[src/hdl/cucc_pkg.sv]
// Constants and types shared by both ends of the card command link.
// Frame offsets count from 3, as the byte-transport header is not covered.
package cucc_pkg;

  // ==========================================================
  // Command frame
  localparam logic [7:0] OFS_BASE = 8'h03;
  localparam logic [7:0] OFS_CLA = 8'h03;
  localparam logic [7:0] OFS_INS = 8'h04;
  localparam logic [7:0] OFS_P1 = 8'h05;
  localparam logic [7:0] OFS_P2 = 8'h06;
  localparam logic [7:0] OFS_LC = 8'h07;
  localparam logic [7:0] OFS_CMD_SEG = 8'h08;
  localparam logic [7:0] OFS_CTR_DATA = 8'h09;
  localparam logic [7:0] OFS_DR_LE = 8'h09;
  localparam logic [7:0] CLA_CODE = 8'h90;
  localparam logic [7:0] PARAM_ZERO = 8'h00;
  localparam logic [7:0] LC_DATA_REQ = 8'h01;
  localparam logic [7:0] LE_CODE = 8'h00;
  localparam logic [7:0] SEG_CENTER = 8'h00;
  // Instruction codes: arbitrary values, adjust to the target card.
  localparam logic [7:0] INS_DATA_REQ = 8'h5a;
  localparam logic [7:0] INS_CENTER = 8'h5b;
  localparam logic [7:0] INS_DATETIME = 8'h5c;
  localparam logic [7:0] INS_DEST = 8'h5d;

  // ==========================================================
  // Response frame
  localparam logic [7:0] OFS_UNIT_LEN = 8'h04;
  localparam logic [7:0] OFS_INSTR = 8'h05;
  localparam logic [7:0] OFS_RC = 8'h07;
  localparam logic [7:0] OFS_BODY = 8'h09;
  localparam logic [7:0] OFS_FINAL = 8'h0a;
  localparam logic [7:0] OFS_UPLOAD = 8'h0b;
  localparam logic [7:0] OFS_PHONE = 8'h11;
  localparam logic [7:0] OFS_DT_SW = 8'h0e;
  localparam logic [7:0] OFS_DEST_SW = 8'h18;
  localparam logic [7:0] UNIT_NUMBER = 8'h00;
  localparam logic [7:0] SW1_OK = 8'h90;
  localparam logic [7:0] SW2_OK = 8'h00;
  // Return codes: arbitrary values.
  localparam logic [15:0] RC_OK = 16'h2100;
  localparam logic [15:0] RC_SEQ_ERR = 16'ha1a0;
  localparam logic [15:0] RC_BAD_CMD = 16'ha1fe;
  localparam logic [7:0] SEG_HDR_LEN = 8'h02;
  localparam logic [7:0] DT_LEN = 8'h05;
  localparam logic [7:0] HOST_LEN = 8'h08;
  localparam logic [7:0] PHONE_LEN = 8'h07;
  localparam logic [3:0] PHONE_DIGITS = 4'he;
  localparam logic [3:0] NIB_INVALID = 4'hf;

  typedef enum logic [1:0] {
    K_DATA_REQ = 2'b00,
    K_CENTER = 2'b01,
    K_DATETIME = 2'b10,
    K_DEST = 2'b11
  } cucc_kind_t;

  typedef enum logic [1:0] {
    ST_IDLE = 2'b00,
    ST_TX = 2'b01,
    ST_RX = 2'b10
  } cucc_state_t;

endpackage

[src/hdl/cucc_link_if.sv]
// Byte link between the receiver (host) and the card.
// Both ends run on one clock; neither end can stall the other.
`timescale 1ns/10ps
`default_nettype none
interface cucc_link_if;
  logic cmd_valid;
  logic [7:0] cmd_data;
  logic cmd_last;
  logic rsp_valid;
  logic [7:0] rsp_data;
  logic rsp_last;
  modport host (
    output cmd_valid, cmd_data, cmd_last,
    input rsp_valid, rsp_data, rsp_last
  );
  modport card (
    input cmd_valid, cmd_data, cmd_last,
    output rsp_valid, rsp_data, rsp_last
  );
endinterface
`default_nettype wire

[src/hdl/cucc_card_end.sv]
// Card end: interprets data request, center response, call-in date/time
// and call-in destination commands and streams the response frames.
// Assumes the host sends one command and waits for its whole response.
//
// Behaviour
// - Host sends data request n times.
// - Data request: 90, zero params, Lc 01.
// - Data request reply: header, segment fields, upload.
// - Host numbers data requests 1 up to n.
// - Out-of-order segment number gives sequence error.
// - Reply echoes k, final n, segment k.
// - Center response carries 00 plus n bytes.
// - Center reply: segment 00, final, upload.
// - Host asks date/time on card instruction.
// - Date/time command: Le 00 at offset 7.
// - Date/time reply: five bytes at 9.
// - Date/time as day number plus BCD.
// - Destination command has no data, Le 00.
// - Destination reply: host id, phone, status.
// - Host id is eight characters in order.
// - Phone number up to fourteen BCD digits.
// - Earlier digit in upper nibble.
// - Nibble F ends number and fills rest.
`timescale 1ns/10ps
`default_nettype none
module cucc_card_end (
  input wire logic i_sys_clk,
  input wire logic i_resetn,
  cucc_link_if.card link,
  input wire logic [15:0] i_card_instr,
  input wire logic [15:0] i_callin_mjd,
  input wire logic [23:0] i_callin_hms,
  input wire logic [63:0] i_host_id,
  input wire logic [55:0] i_phone_digits,
  input wire logic [3:0] i_phone_ndig,
  input wire logic [7:0] i_final_seg,
  input wire logic [7:0] i_seg_len,
  output logic [7:0] o_up_seg,
  output logic [7:0] o_up_idx,
  input wire logic [7:0] i_up_byte,
  output logic o_ctr_valid,
  output logic [7:0] o_ctr_byte,
  output logic o_seq_err
);

  // ==========================================================
  // State
  cucc_pkg::cucc_state_t state_ff;
  cucc_pkg::cucc_kind_t kind_ff;
  logic [7:0] ofs_ff;
  logic hdr_ok_ff;
  logic known_ff;
  logic [7:0] lc_ff;
  logic [7:0] seg_in_ff;
  logic [7:0] exp_ff;
  logic [7:0] final_ff;
  logic [7:0] rsp_seg_ff;
  logic [15:0] rc_ff;
  logic [7:0] body_ff;
  logic [7:0] tx_ofs_ff;
  logic rsp_valid_ff;
  logic [7:0] rsp_data_ff;
  logic rsp_last_ff;
  logic ctr_valid_ff;
  logic [7:0] ctr_byte_ff;
  logic seq_err_ff;

  logic cmd_take;
  logic cmd_end;
  logic [15:0] nxt_rc;
  logic [7:0] nxt_body;
  logic nxt_err;
  logic nxt_ok;
  logic [7:0] sw_ofs;
  logic tx_end;
  logic [55:0] phone_packed;
  logic [39:0] datetime;
  logic [7:0] rsp_byte;

  // Commands arriving while a response streams out are dropped; the host
  // is expected to wait for the status words.
  assign cmd_take = (state_ff == cucc_pkg::ST_IDLE) && link.cmd_valid;
  assign cmd_end = cmd_take && link.cmd_last;
  assign sw_ofs = cucc_pkg::OFS_BODY + body_ff;
  assign tx_end = (state_ff == cucc_pkg::ST_TX) &&
                  (tx_ofs_ff == sw_ofs + 8'h01);

  // ==========================================================
  // Command reception
  always_ff @(posedge i_sys_clk) begin
    if (!i_resetn) begin
      ofs_ff <= cucc_pkg::OFS_BASE;
      hdr_ok_ff <= 1'b0;
      known_ff <= 1'b0;
      kind_ff <= cucc_pkg::K_DATA_REQ;
      lc_ff <= 8'h00;
      seg_in_ff <= 8'h00;
    end else if (cmd_take) begin
      ofs_ff <= link.cmd_last ? cucc_pkg::OFS_BASE : ofs_ff + 8'h01;
      case (ofs_ff)
        cucc_pkg::OFS_CLA: begin
          hdr_ok_ff <= (link.cmd_data == cucc_pkg::CLA_CODE);
        end
        cucc_pkg::OFS_INS: begin
          known_ff <= 1'b1;
          case (link.cmd_data)
            cucc_pkg::INS_DATA_REQ: kind_ff <= cucc_pkg::K_DATA_REQ;
            cucc_pkg::INS_CENTER: kind_ff <= cucc_pkg::K_CENTER;
            cucc_pkg::INS_DATETIME: kind_ff <= cucc_pkg::K_DATETIME;
            cucc_pkg::INS_DEST: kind_ff <= cucc_pkg::K_DEST;
            default: known_ff <= 1'b0;
          endcase
        end
        cucc_pkg::OFS_P1, cucc_pkg::OFS_P2: begin
          if (link.cmd_data != cucc_pkg::PARAM_ZERO) begin
            hdr_ok_ff <= 1'b0;
          end
        end
        // for commands without data this byte is Le
        cucc_pkg::OFS_LC: lc_ff <= link.cmd_data;
        cucc_pkg::OFS_CMD_SEG: seg_in_ff <= link.cmd_data;
        default: ;
      endcase
    end
  end

  // center response bytes are handed to the card core as they arrive.
  always_ff @(posedge i_sys_clk) begin
    if (!i_resetn) begin
      ctr_valid_ff <= 1'b0;
      ctr_byte_ff <= 8'h00;
    end else begin
      ctr_valid_ff <= cmd_take && !link.cmd_last &&
                      (ofs_ff >= cucc_pkg::OFS_CTR_DATA) &&
                      (kind_ff == cucc_pkg::K_CENTER) && known_ff;
      ctr_byte_ff <= link.cmd_data;
    end
  end

  // ==========================================================
  // Command decision, made on the last command byte
  always_comb begin
    nxt_rc = cucc_pkg::RC_OK;
    nxt_body = 8'h00;
    nxt_err = 1'b0;
    nxt_ok = 1'b0;
    if (!hdr_ok_ff || !known_ff) begin
      nxt_rc = cucc_pkg::RC_BAD_CMD;
    end else begin
      case (kind_ff)
        cucc_pkg::K_DATA_REQ: begin
          if (lc_ff != cucc_pkg::LC_DATA_REQ) begin
            nxt_rc = cucc_pkg::RC_BAD_CMD;
          // only the next expected segment is served
          end else if (seg_in_ff == exp_ff && exp_ff != 8'h00 &&
                       exp_ff <= final_ff) begin
            nxt_ok = 1'b1;
            nxt_body = cucc_pkg::SEG_HDR_LEN + i_seg_len;
          end else begin
            nxt_rc = cucc_pkg::RC_SEQ_ERR;
            nxt_err = 1'b1;
          end
        end
        cucc_pkg::K_CENTER: begin
          if (seg_in_ff != cucc_pkg::SEG_CENTER) begin
            nxt_rc = cucc_pkg::RC_BAD_CMD;
          end else begin
            nxt_ok = 1'b1;
            nxt_body = cucc_pkg::SEG_HDR_LEN + i_seg_len;
          end
        end
        cucc_pkg::K_DATETIME: nxt_body = cucc_pkg::DT_LEN;
        cucc_pkg::K_DEST: nxt_body = cucc_pkg::HOST_LEN + cucc_pkg::PHONE_LEN;
        default: nxt_rc = cucc_pkg::RC_BAD_CMD;
      endcase
    end
  end

  // the expected segment advances only on a served request, so a
  // rejected request can be retried with the same number.
  always_ff @(posedge i_sys_clk) begin
    if (!i_resetn) begin
      exp_ff <= 8'h00;
      final_ff <= 8'h00;
      seq_err_ff <= 1'b0;
    end else begin
      seq_err_ff <= cmd_end && nxt_err;
      if (cmd_end && nxt_ok) begin
        if (kind_ff == cucc_pkg::K_CENTER) begin
          exp_ff <= 8'h01;
          final_ff <= i_final_seg;
        end else begin
          exp_ff <= exp_ff + 8'h01;
        end
      end
    end
  end

  // ==========================================================
  // Response framing
  always_ff @(posedge i_sys_clk) begin
    if (!i_resetn) begin
      state_ff <= cucc_pkg::ST_IDLE;
      tx_ofs_ff <= cucc_pkg::OFS_BASE;
      rc_ff <= cucc_pkg::RC_OK;
      body_ff <= 8'h00;
      rsp_seg_ff <= 8'h00;
    end else begin
      case (state_ff)
        cucc_pkg::ST_IDLE: begin
          if (cmd_end) begin
            state_ff <= cucc_pkg::ST_TX;
            tx_ofs_ff <= cucc_pkg::OFS_BASE;
            rc_ff <= nxt_rc;
            body_ff <= nxt_body;
            // center reply always reports segment zero
            rsp_seg_ff <= (kind_ff == cucc_pkg::K_CENTER) ?
                          cucc_pkg::SEG_CENTER : seg_in_ff;
          end
        end
        cucc_pkg::ST_TX: begin
          tx_ofs_ff <= tx_ofs_ff + 8'h01;
          if (tx_end) begin
            state_ff <= cucc_pkg::ST_IDLE;
          end
        end
        default: state_ff <= cucc_pkg::ST_IDLE;
      endcase
    end
  end

  // digit pairs packed upper nibble first
  // positions past the digit count read as F, and all of them for a count above 14
  always_comb begin
    phone_packed = '1;
    for (int i = 0; i < 14; i++) begin
      if (4'(i) < i_phone_ndig && i_phone_ndig <= cucc_pkg::PHONE_DIGITS) begin
        phone_packed[55 - 4 * i -: 4] = i_phone_digits[55 - 4 * i -: 4];
      end else begin
        phone_packed[55 - 4 * i -: 4] = cucc_pkg::NIB_INVALID;
      end
    end
  end

  // day number first, then BCD hours, minutes, seconds
  assign datetime = {i_callin_mjd, i_callin_hms};

  // header, body and status words by frame offset
  always_comb begin
    rsp_byte = 8'h00;
    if (tx_ofs_ff == cucc_pkg::OFS_BASE) begin
      rsp_byte = cucc_pkg::UNIT_NUMBER;
    end else if (tx_ofs_ff == cucc_pkg::OFS_UNIT_LEN) begin
      rsp_byte = sw_ofs - cucc_pkg::OFS_INSTR;
    end else if (tx_ofs_ff < cucc_pkg::OFS_RC) begin
      rsp_byte = tx_ofs_ff[0] ? i_card_instr[15:8] : i_card_instr[7:0];
    end else if (tx_ofs_ff < cucc_pkg::OFS_BODY) begin
      rsp_byte = tx_ofs_ff[0] ? rc_ff[15:8] : rc_ff[7:0];
    end else if (tx_ofs_ff == sw_ofs) begin
      rsp_byte = cucc_pkg::SW1_OK;
    end else if (tx_ofs_ff > sw_ofs) begin
      rsp_byte = cucc_pkg::SW2_OK;
    end else begin
      case (kind_ff)
        cucc_pkg::K_DATETIME: begin
          rsp_byte = datetime[8 * (cucc_pkg::OFS_DT_SW - 1 - tx_ofs_ff) +: 8];
        end
        cucc_pkg::K_DEST: begin
          // host id from its first byte
          if (tx_ofs_ff < cucc_pkg::OFS_PHONE) begin
            rsp_byte = i_host_id[8 * (cucc_pkg::OFS_PHONE - 1 -
                                      tx_ofs_ff) +: 8];
          end else begin
            rsp_byte = phone_packed[8 * (cucc_pkg::OFS_DEST_SW - 1 -
                                         tx_ofs_ff) +: 8];
          end
        end
        default: begin
          // echo number, fixed final, upload segment
          if (tx_ofs_ff == cucc_pkg::OFS_BODY) begin
            rsp_byte = rsp_seg_ff;
          end else if (tx_ofs_ff == cucc_pkg::OFS_FINAL) begin
            rsp_byte = final_ff;
          end else begin
            rsp_byte = i_up_byte;
          end
        end
      endcase
    end
  end

  always_ff @(posedge i_sys_clk) begin
    if (!i_resetn) begin
      rsp_valid_ff <= 1'b0;
      rsp_data_ff <= 8'h00;
      rsp_last_ff <= 1'b0;
    end else begin
      rsp_valid_ff <= (state_ff == cucc_pkg::ST_TX);
      rsp_data_ff <= rsp_byte;
      rsp_last_ff <= tx_end;
    end
  end

  // The upload lookup is combinational: i_up_byte must follow
  // o_up_seg and o_up_idx in the same cycle.
  assign o_up_seg = rsp_seg_ff;
  assign o_up_idx = tx_ofs_ff - cucc_pkg::OFS_UPLOAD;
  assign o_ctr_valid = ctr_valid_ff;
  assign o_ctr_byte = ctr_byte_ff;
  assign o_seq_err = seq_err_ff;
  assign link.rsp_valid = rsp_valid_ff;
  assign link.rsp_data = rsp_data_ff;
  assign link.rsp_last = rsp_last_ff;

endmodule
`default_nettype wire

[src/flat_wrapper.sv]
// flat-port wrapper written by rule: the top's interface ports become plain ports
module cucc_card_end_flat 
  (i_sys_clk, i_resetn, i_card_instr, i_callin_mjd, i_callin_hms, i_host_id, i_phone_digits, i_phone_ndig, i_final_seg, i_seg_len, o_up_seg, o_up_idx, i_up_byte, o_ctr_valid, o_ctr_byte, o_seq_err, link_cmd_valid, link_cmd_data, link_cmd_last, link_rsp_valid, link_rsp_data, link_rsp_last);
  cucc_link_if link_i ();
  input wire logic i_sys_clk;
  input wire logic i_resetn;
  input wire logic [15:0] i_card_instr;
  input wire logic [15:0] i_callin_mjd;
  input wire logic [23:0] i_callin_hms;
  input wire logic [63:0] i_host_id;
  input wire logic [55:0] i_phone_digits;
  input wire logic [3:0] i_phone_ndig;
  input wire logic [7:0] i_final_seg;
  input wire logic [7:0] i_seg_len;
  output logic [7:0] o_up_seg;
  output logic [7:0] o_up_idx;
  input wire logic [7:0] i_up_byte;
  output logic o_ctr_valid;
  output logic [7:0] o_ctr_byte;
  output logic o_seq_err;
  input wire logic [$bits(link_i.cmd_valid)-1:0] link_cmd_valid;
  input wire logic [$bits(link_i.cmd_data)-1:0] link_cmd_data;
  input wire logic [$bits(link_i.cmd_last)-1:0] link_cmd_last;
  output wire logic [$bits(link_i.rsp_valid)-1:0] link_rsp_valid;
  output wire logic [$bits(link_i.rsp_data)-1:0] link_rsp_data;
  output wire logic [$bits(link_i.rsp_last)-1:0] link_rsp_last;
  assign link_i.cmd_valid = link_cmd_valid;
  assign link_i.cmd_data = link_cmd_data;
  assign link_i.cmd_last = link_cmd_last;
  assign link_rsp_valid = link_i.rsp_valid;
  assign link_rsp_data = link_i.rsp_data;
  assign link_rsp_last = link_i.rsp_last;
  cucc_card_end u_core (.i_sys_clk(i_sys_clk), .i_resetn(i_resetn), .link(link_i), .i_card_instr(i_card_instr), .i_callin_mjd(i_callin_mjd), .i_callin_hms(i_callin_hms), .i_host_id(i_host_id), .i_phone_digits(i_phone_digits), .i_phone_ndig(i_phone_ndig), .i_final_seg(i_final_seg), .i_seg_len(i_seg_len), .o_up_seg(o_up_seg), .o_up_idx(o_up_idx), .i_up_byte(i_up_byte), .o_ctr_valid(o_ctr_valid), .o_ctr_byte(o_ctr_byte), .o_seq_err(o_seq_err));
endmodule
[config.mk]
export PLATFORM = sky130hd
export DESIGN_NAME = cucc_card_end_flat
export DESIGN_NICKNAME = d
export VERILOG_FILES = /design/src/hdl/cucc_pkg.sv /design/src/hdl/cucc_link_if.sv /design/src/hdl/cucc_card_end.sv /design/src/flat_wrapper.sv
export SDC_FILE = /design/constraint.sdc
export NUM_CORES = 1
export LEC_CHECK = 0
export ABC_AREA = 1
export BUFFER_PORTS_ARGS = -buffer_cell sky130_fd_sc_hd__buf_4
export CORE_MARGIN = 5
export CORE_UTILIZATION = 52
export CTS_CLUSTER_SIZE = 24
export DETAILED_ROUTE_END_ITERATION = 7
export MAX_ROUTING_LAYER = met4
export PLACE_DENSITY = 0.82
export SYNTH_ARGS = -nofsm -noshare
export SYNTH_HDL_FRONTEND = slang
export SYNTH_SLANG_ARGS = --single-unit
[constraint.sdc]
create_clock -name i_sys_clk -period 3.7 [get_ports i_sys_clk]
set_input_delay 0.555 -clock i_sys_clk [delete_from_list [all_inputs] [get_ports i_sys_clk]]
set_output_delay 0.555 -clock i_sys_clk [all_outputs]
set_load 0.05 [all_outputs]
==> out/summary.txt <==
Top sig layer: met4
Clk pin slew, worst setup/hold paths: 60 ps
Largest net degree at the start of global routing: 78
Clock Sinks: 91
Worst Setup Slack, final: 633 ps
Final period util: 82.9%
Vias in the first global route: 8363
Worst setup SP type: flip-flop
Cell row count: 44
Die ar.: 17000 um2
Syn avg cell area: 6.20 um2
Sw Share: 32.6%
TNS Setup: 0 ps
Slew Viols, Final: 0
Core ar.: 14400 um2
Total grt overflow: 0
Largest cells by area after synthesis: dfxtp_1 24%, nand2_1 12%, o21ai_0 8.8%
Status: finished, final reports clean
Worst hold slack: 426 ps
Most frequent cells in the layout: 257 x buf_4, 237 x nand2_1, 161 x nor2_1
Final min period: 3070 ps
Sequential element share of the synthesized area: 24.2%
Synthesized area: 7540 um2
Pleak: 4.61 nW
Max Fclk: 0.326 GHz
Post-CTS setup buffer count: 0
Wire length per cell: 18.1 um
Synthesized instance count: 1215
CTS Buf Count: 9
Yosys top cell area share: 24.2%
Sw power: 900 uW
Final net count: 1686
Synthesis-stage register bit count: 91
Clock network power share: 34.1%
Die Ht: 130 um
Residual DRC count: 0
Vias: 9184
Setup WS pre-CTS: 734 ps
# hold bufs at CTS: 0
Total wire length: 29400 um
CTS tree: done
Met1 WL: 11500 um
Initial antenna violation count: 2
I/O pins: 252
H-tree depth: 3
Asr flop ratio synth: 0%
Max clock buf depth: 2
Combinational cell fraction of total power: 28.6%
Setup Viol. Count Final: 0
Global Route Usage Sum: 34.1%
Root Buffer Master: clkbuf_16
Max cap viols: 0
Initial Util: 52.5%
Post-route ant nets: 0
Most common flop cell mapped by yosys: dfxtp_1
Cell taking the most area after synthesis: dfxtp_1
Post-synth EDFFs: 0
Relative slew slack: 43.4%
Die extent in x: 130 um
Crit-path max FO: 11
Area delta synth->final: 29.6%
DRT Pass-1 Iters: 5
Critical path data required time: 3140 ps
First-pass GRT wire length: 44300 um
Syn nets: 1468
Peak VDD IR: 0.284 mV
Post-CTS sizing: 0
I/O Buffers: 251
Final Hold Vio Count: 0
Synth warnings: 0
Routed vias/inst: 5.66
Power Internal: 1.86 mW
Class of the worst hold path: in -> reg
Type of the worst setup path: reg -> out
Pwr dens: 282 nW/um2
Setup Skew: 14.0 ps
Met2 wire length: 14200 um
Sequential Power Share: 37.2%
Unrepaired setup endpoints after global routing: no
Layout cells sized above 1: 21.8%
Detailed route wirelength on metal3: 2290 um
Cell variety after synth: 51
Setup crit end kind: output port
WP data arrival: 2510 ps
Most common cell after layout, fill and taps aside: buf_4
Post-DP HPWL: 23200 um
Slew @ Worst Pin: 848 ps
Latest clock arrival within the worst-skew pair: 350 ps
Detailed Route Iter0 Violations: 521
GPL Wtd Cong: 0.988
-- kinds of logic after synthesis --
family / after synthesis / share of synthesized area [%]
and+or+nand+nor: 572 / 33.1
buffers and inverters: 189 / 10.0
DFF: 91 / 24.2
xor gates and xnor gates: 37 / 4.83
adders and majority gates: 37 / 6.14
AOI/OAI and AO/OA: 289 / 21.7
-- synthesized netlist by cell type (8+ instances only) --
library cell  instances
nor3_1               38
o22ai_1               9
dfxtp_1              91
o211ai_1             21
buf_2                17
a21oi_1              76
o21ai_1              10
nand3b_1              8
nand2_1             237
nand4_1              20
clkbuf_1             25
o21ai_0             132
xor2_1               27
ha_1                 37
inv_1               130
nand3_1              78
nor2_1              161
a211oi_1             12
-- flip-flops by register name, indices dropped and copies added, names as in the netlist --
register / flops
u_core.link.rsp_valid: 1
u_core.link.rsp_last: 1
u_core.o_ctr_valid: 1
u_core.link.rsp_data: 8
u_core.tx_ofs_ff: 8
u_core.seg_in_ff: 8
u_core.rc_ff: 2
u_core.state_ff: 1
u_core.o_up_seg: 8
u_core.final_ff: 8
u_core.o_ctr_byte: 8
u_core.body_ff: 8
u_core.known_ff: 1
u_core.hdr_ok_ff: 1
u_core.exp_ff: 8
u_core.ofs_ff: 8
u_core.o_seq_err: 1
u_core.kind_ff: 2
u_core.lc_ff: 8
-- power groups by stage --
stage	logic [mW]	registers, mW	clock network, mW
after floorplan	0.411	1.08	0
final	0.790	1.03	0.942
after global routing	0.861	1.03	0.989
after CTS	0.783	1.03	0.952
after detailed placement	0.780	1.05	0
after global placement	0.776	1.05	0
-- per-stage QoR --
stage               power (mW)  instance area (um2)  util (%)  instances
floorplan                 1.49                 7540         -       1215
global placement          1.83                 9470      65.9       1606
detailed placement        1.83                 9470      65.9       1606
CTS                       2.76                 9770      68.0       1622
global route              2.88                 9770      68.0       1624
finish                    2.76                 9770      68.0       1624
-- final timing paths --
path / from / to / slack [ps] / cells after the start
max: u_core.tx_ofs_ff[2]$_SDFFE_PN0P_ / o_up_idx[7] / 630 / 8
min reg2reg: u_core.ofs_ff[7]$_SDFFE_PN0P_ / u_core.ofs_ff[7]$_SDFFE_PN0P_ / 480 / 2
min: link_cmd_data[3] / u_core.o_ctr_byte[3]$_SDFF_PN0_ / 430 / 3
max reg2reg: u_core.body_ff[0]$_SDFFE_PN0P_ / u_core.link.rsp_data[3]$_SDFF_PP0_ / 710 / 17
-- layout make-up --
cell class,instances,area [um2]
Multi-Input combinational cell,935,4960
Fill cell,1382,4600
Timing Repair Buffer,257,1930
Sequential cell,91,1820
Inverter,139,526
Tap cell,184,230
Clock buffer,10,229
Clock inverter,6,71.3
Antenna cell,2,5.00
-- worst max-delay path, cell delays in order, from the launching register on --
cell and delay [ps]:
dfxtp_1 730, inv_1 340, ha_1 270, nand2_1 60, nand2_1 80, a21oi_1 220, nand3_1 110, xor2_1 140
buf_4 210
-- layer usage --
| metal | track usage, % | vias up |
|---|---|---|
| li1 | - | 4506 |
| met1 | 40.0 | 4181 |
| met2 | 57.8 | 408 |
| met3 | 4.76 | 89 |
| met4 | 16.0 | 0 |
| met5 | - | - |
Power figures use the tool's default switching activity.
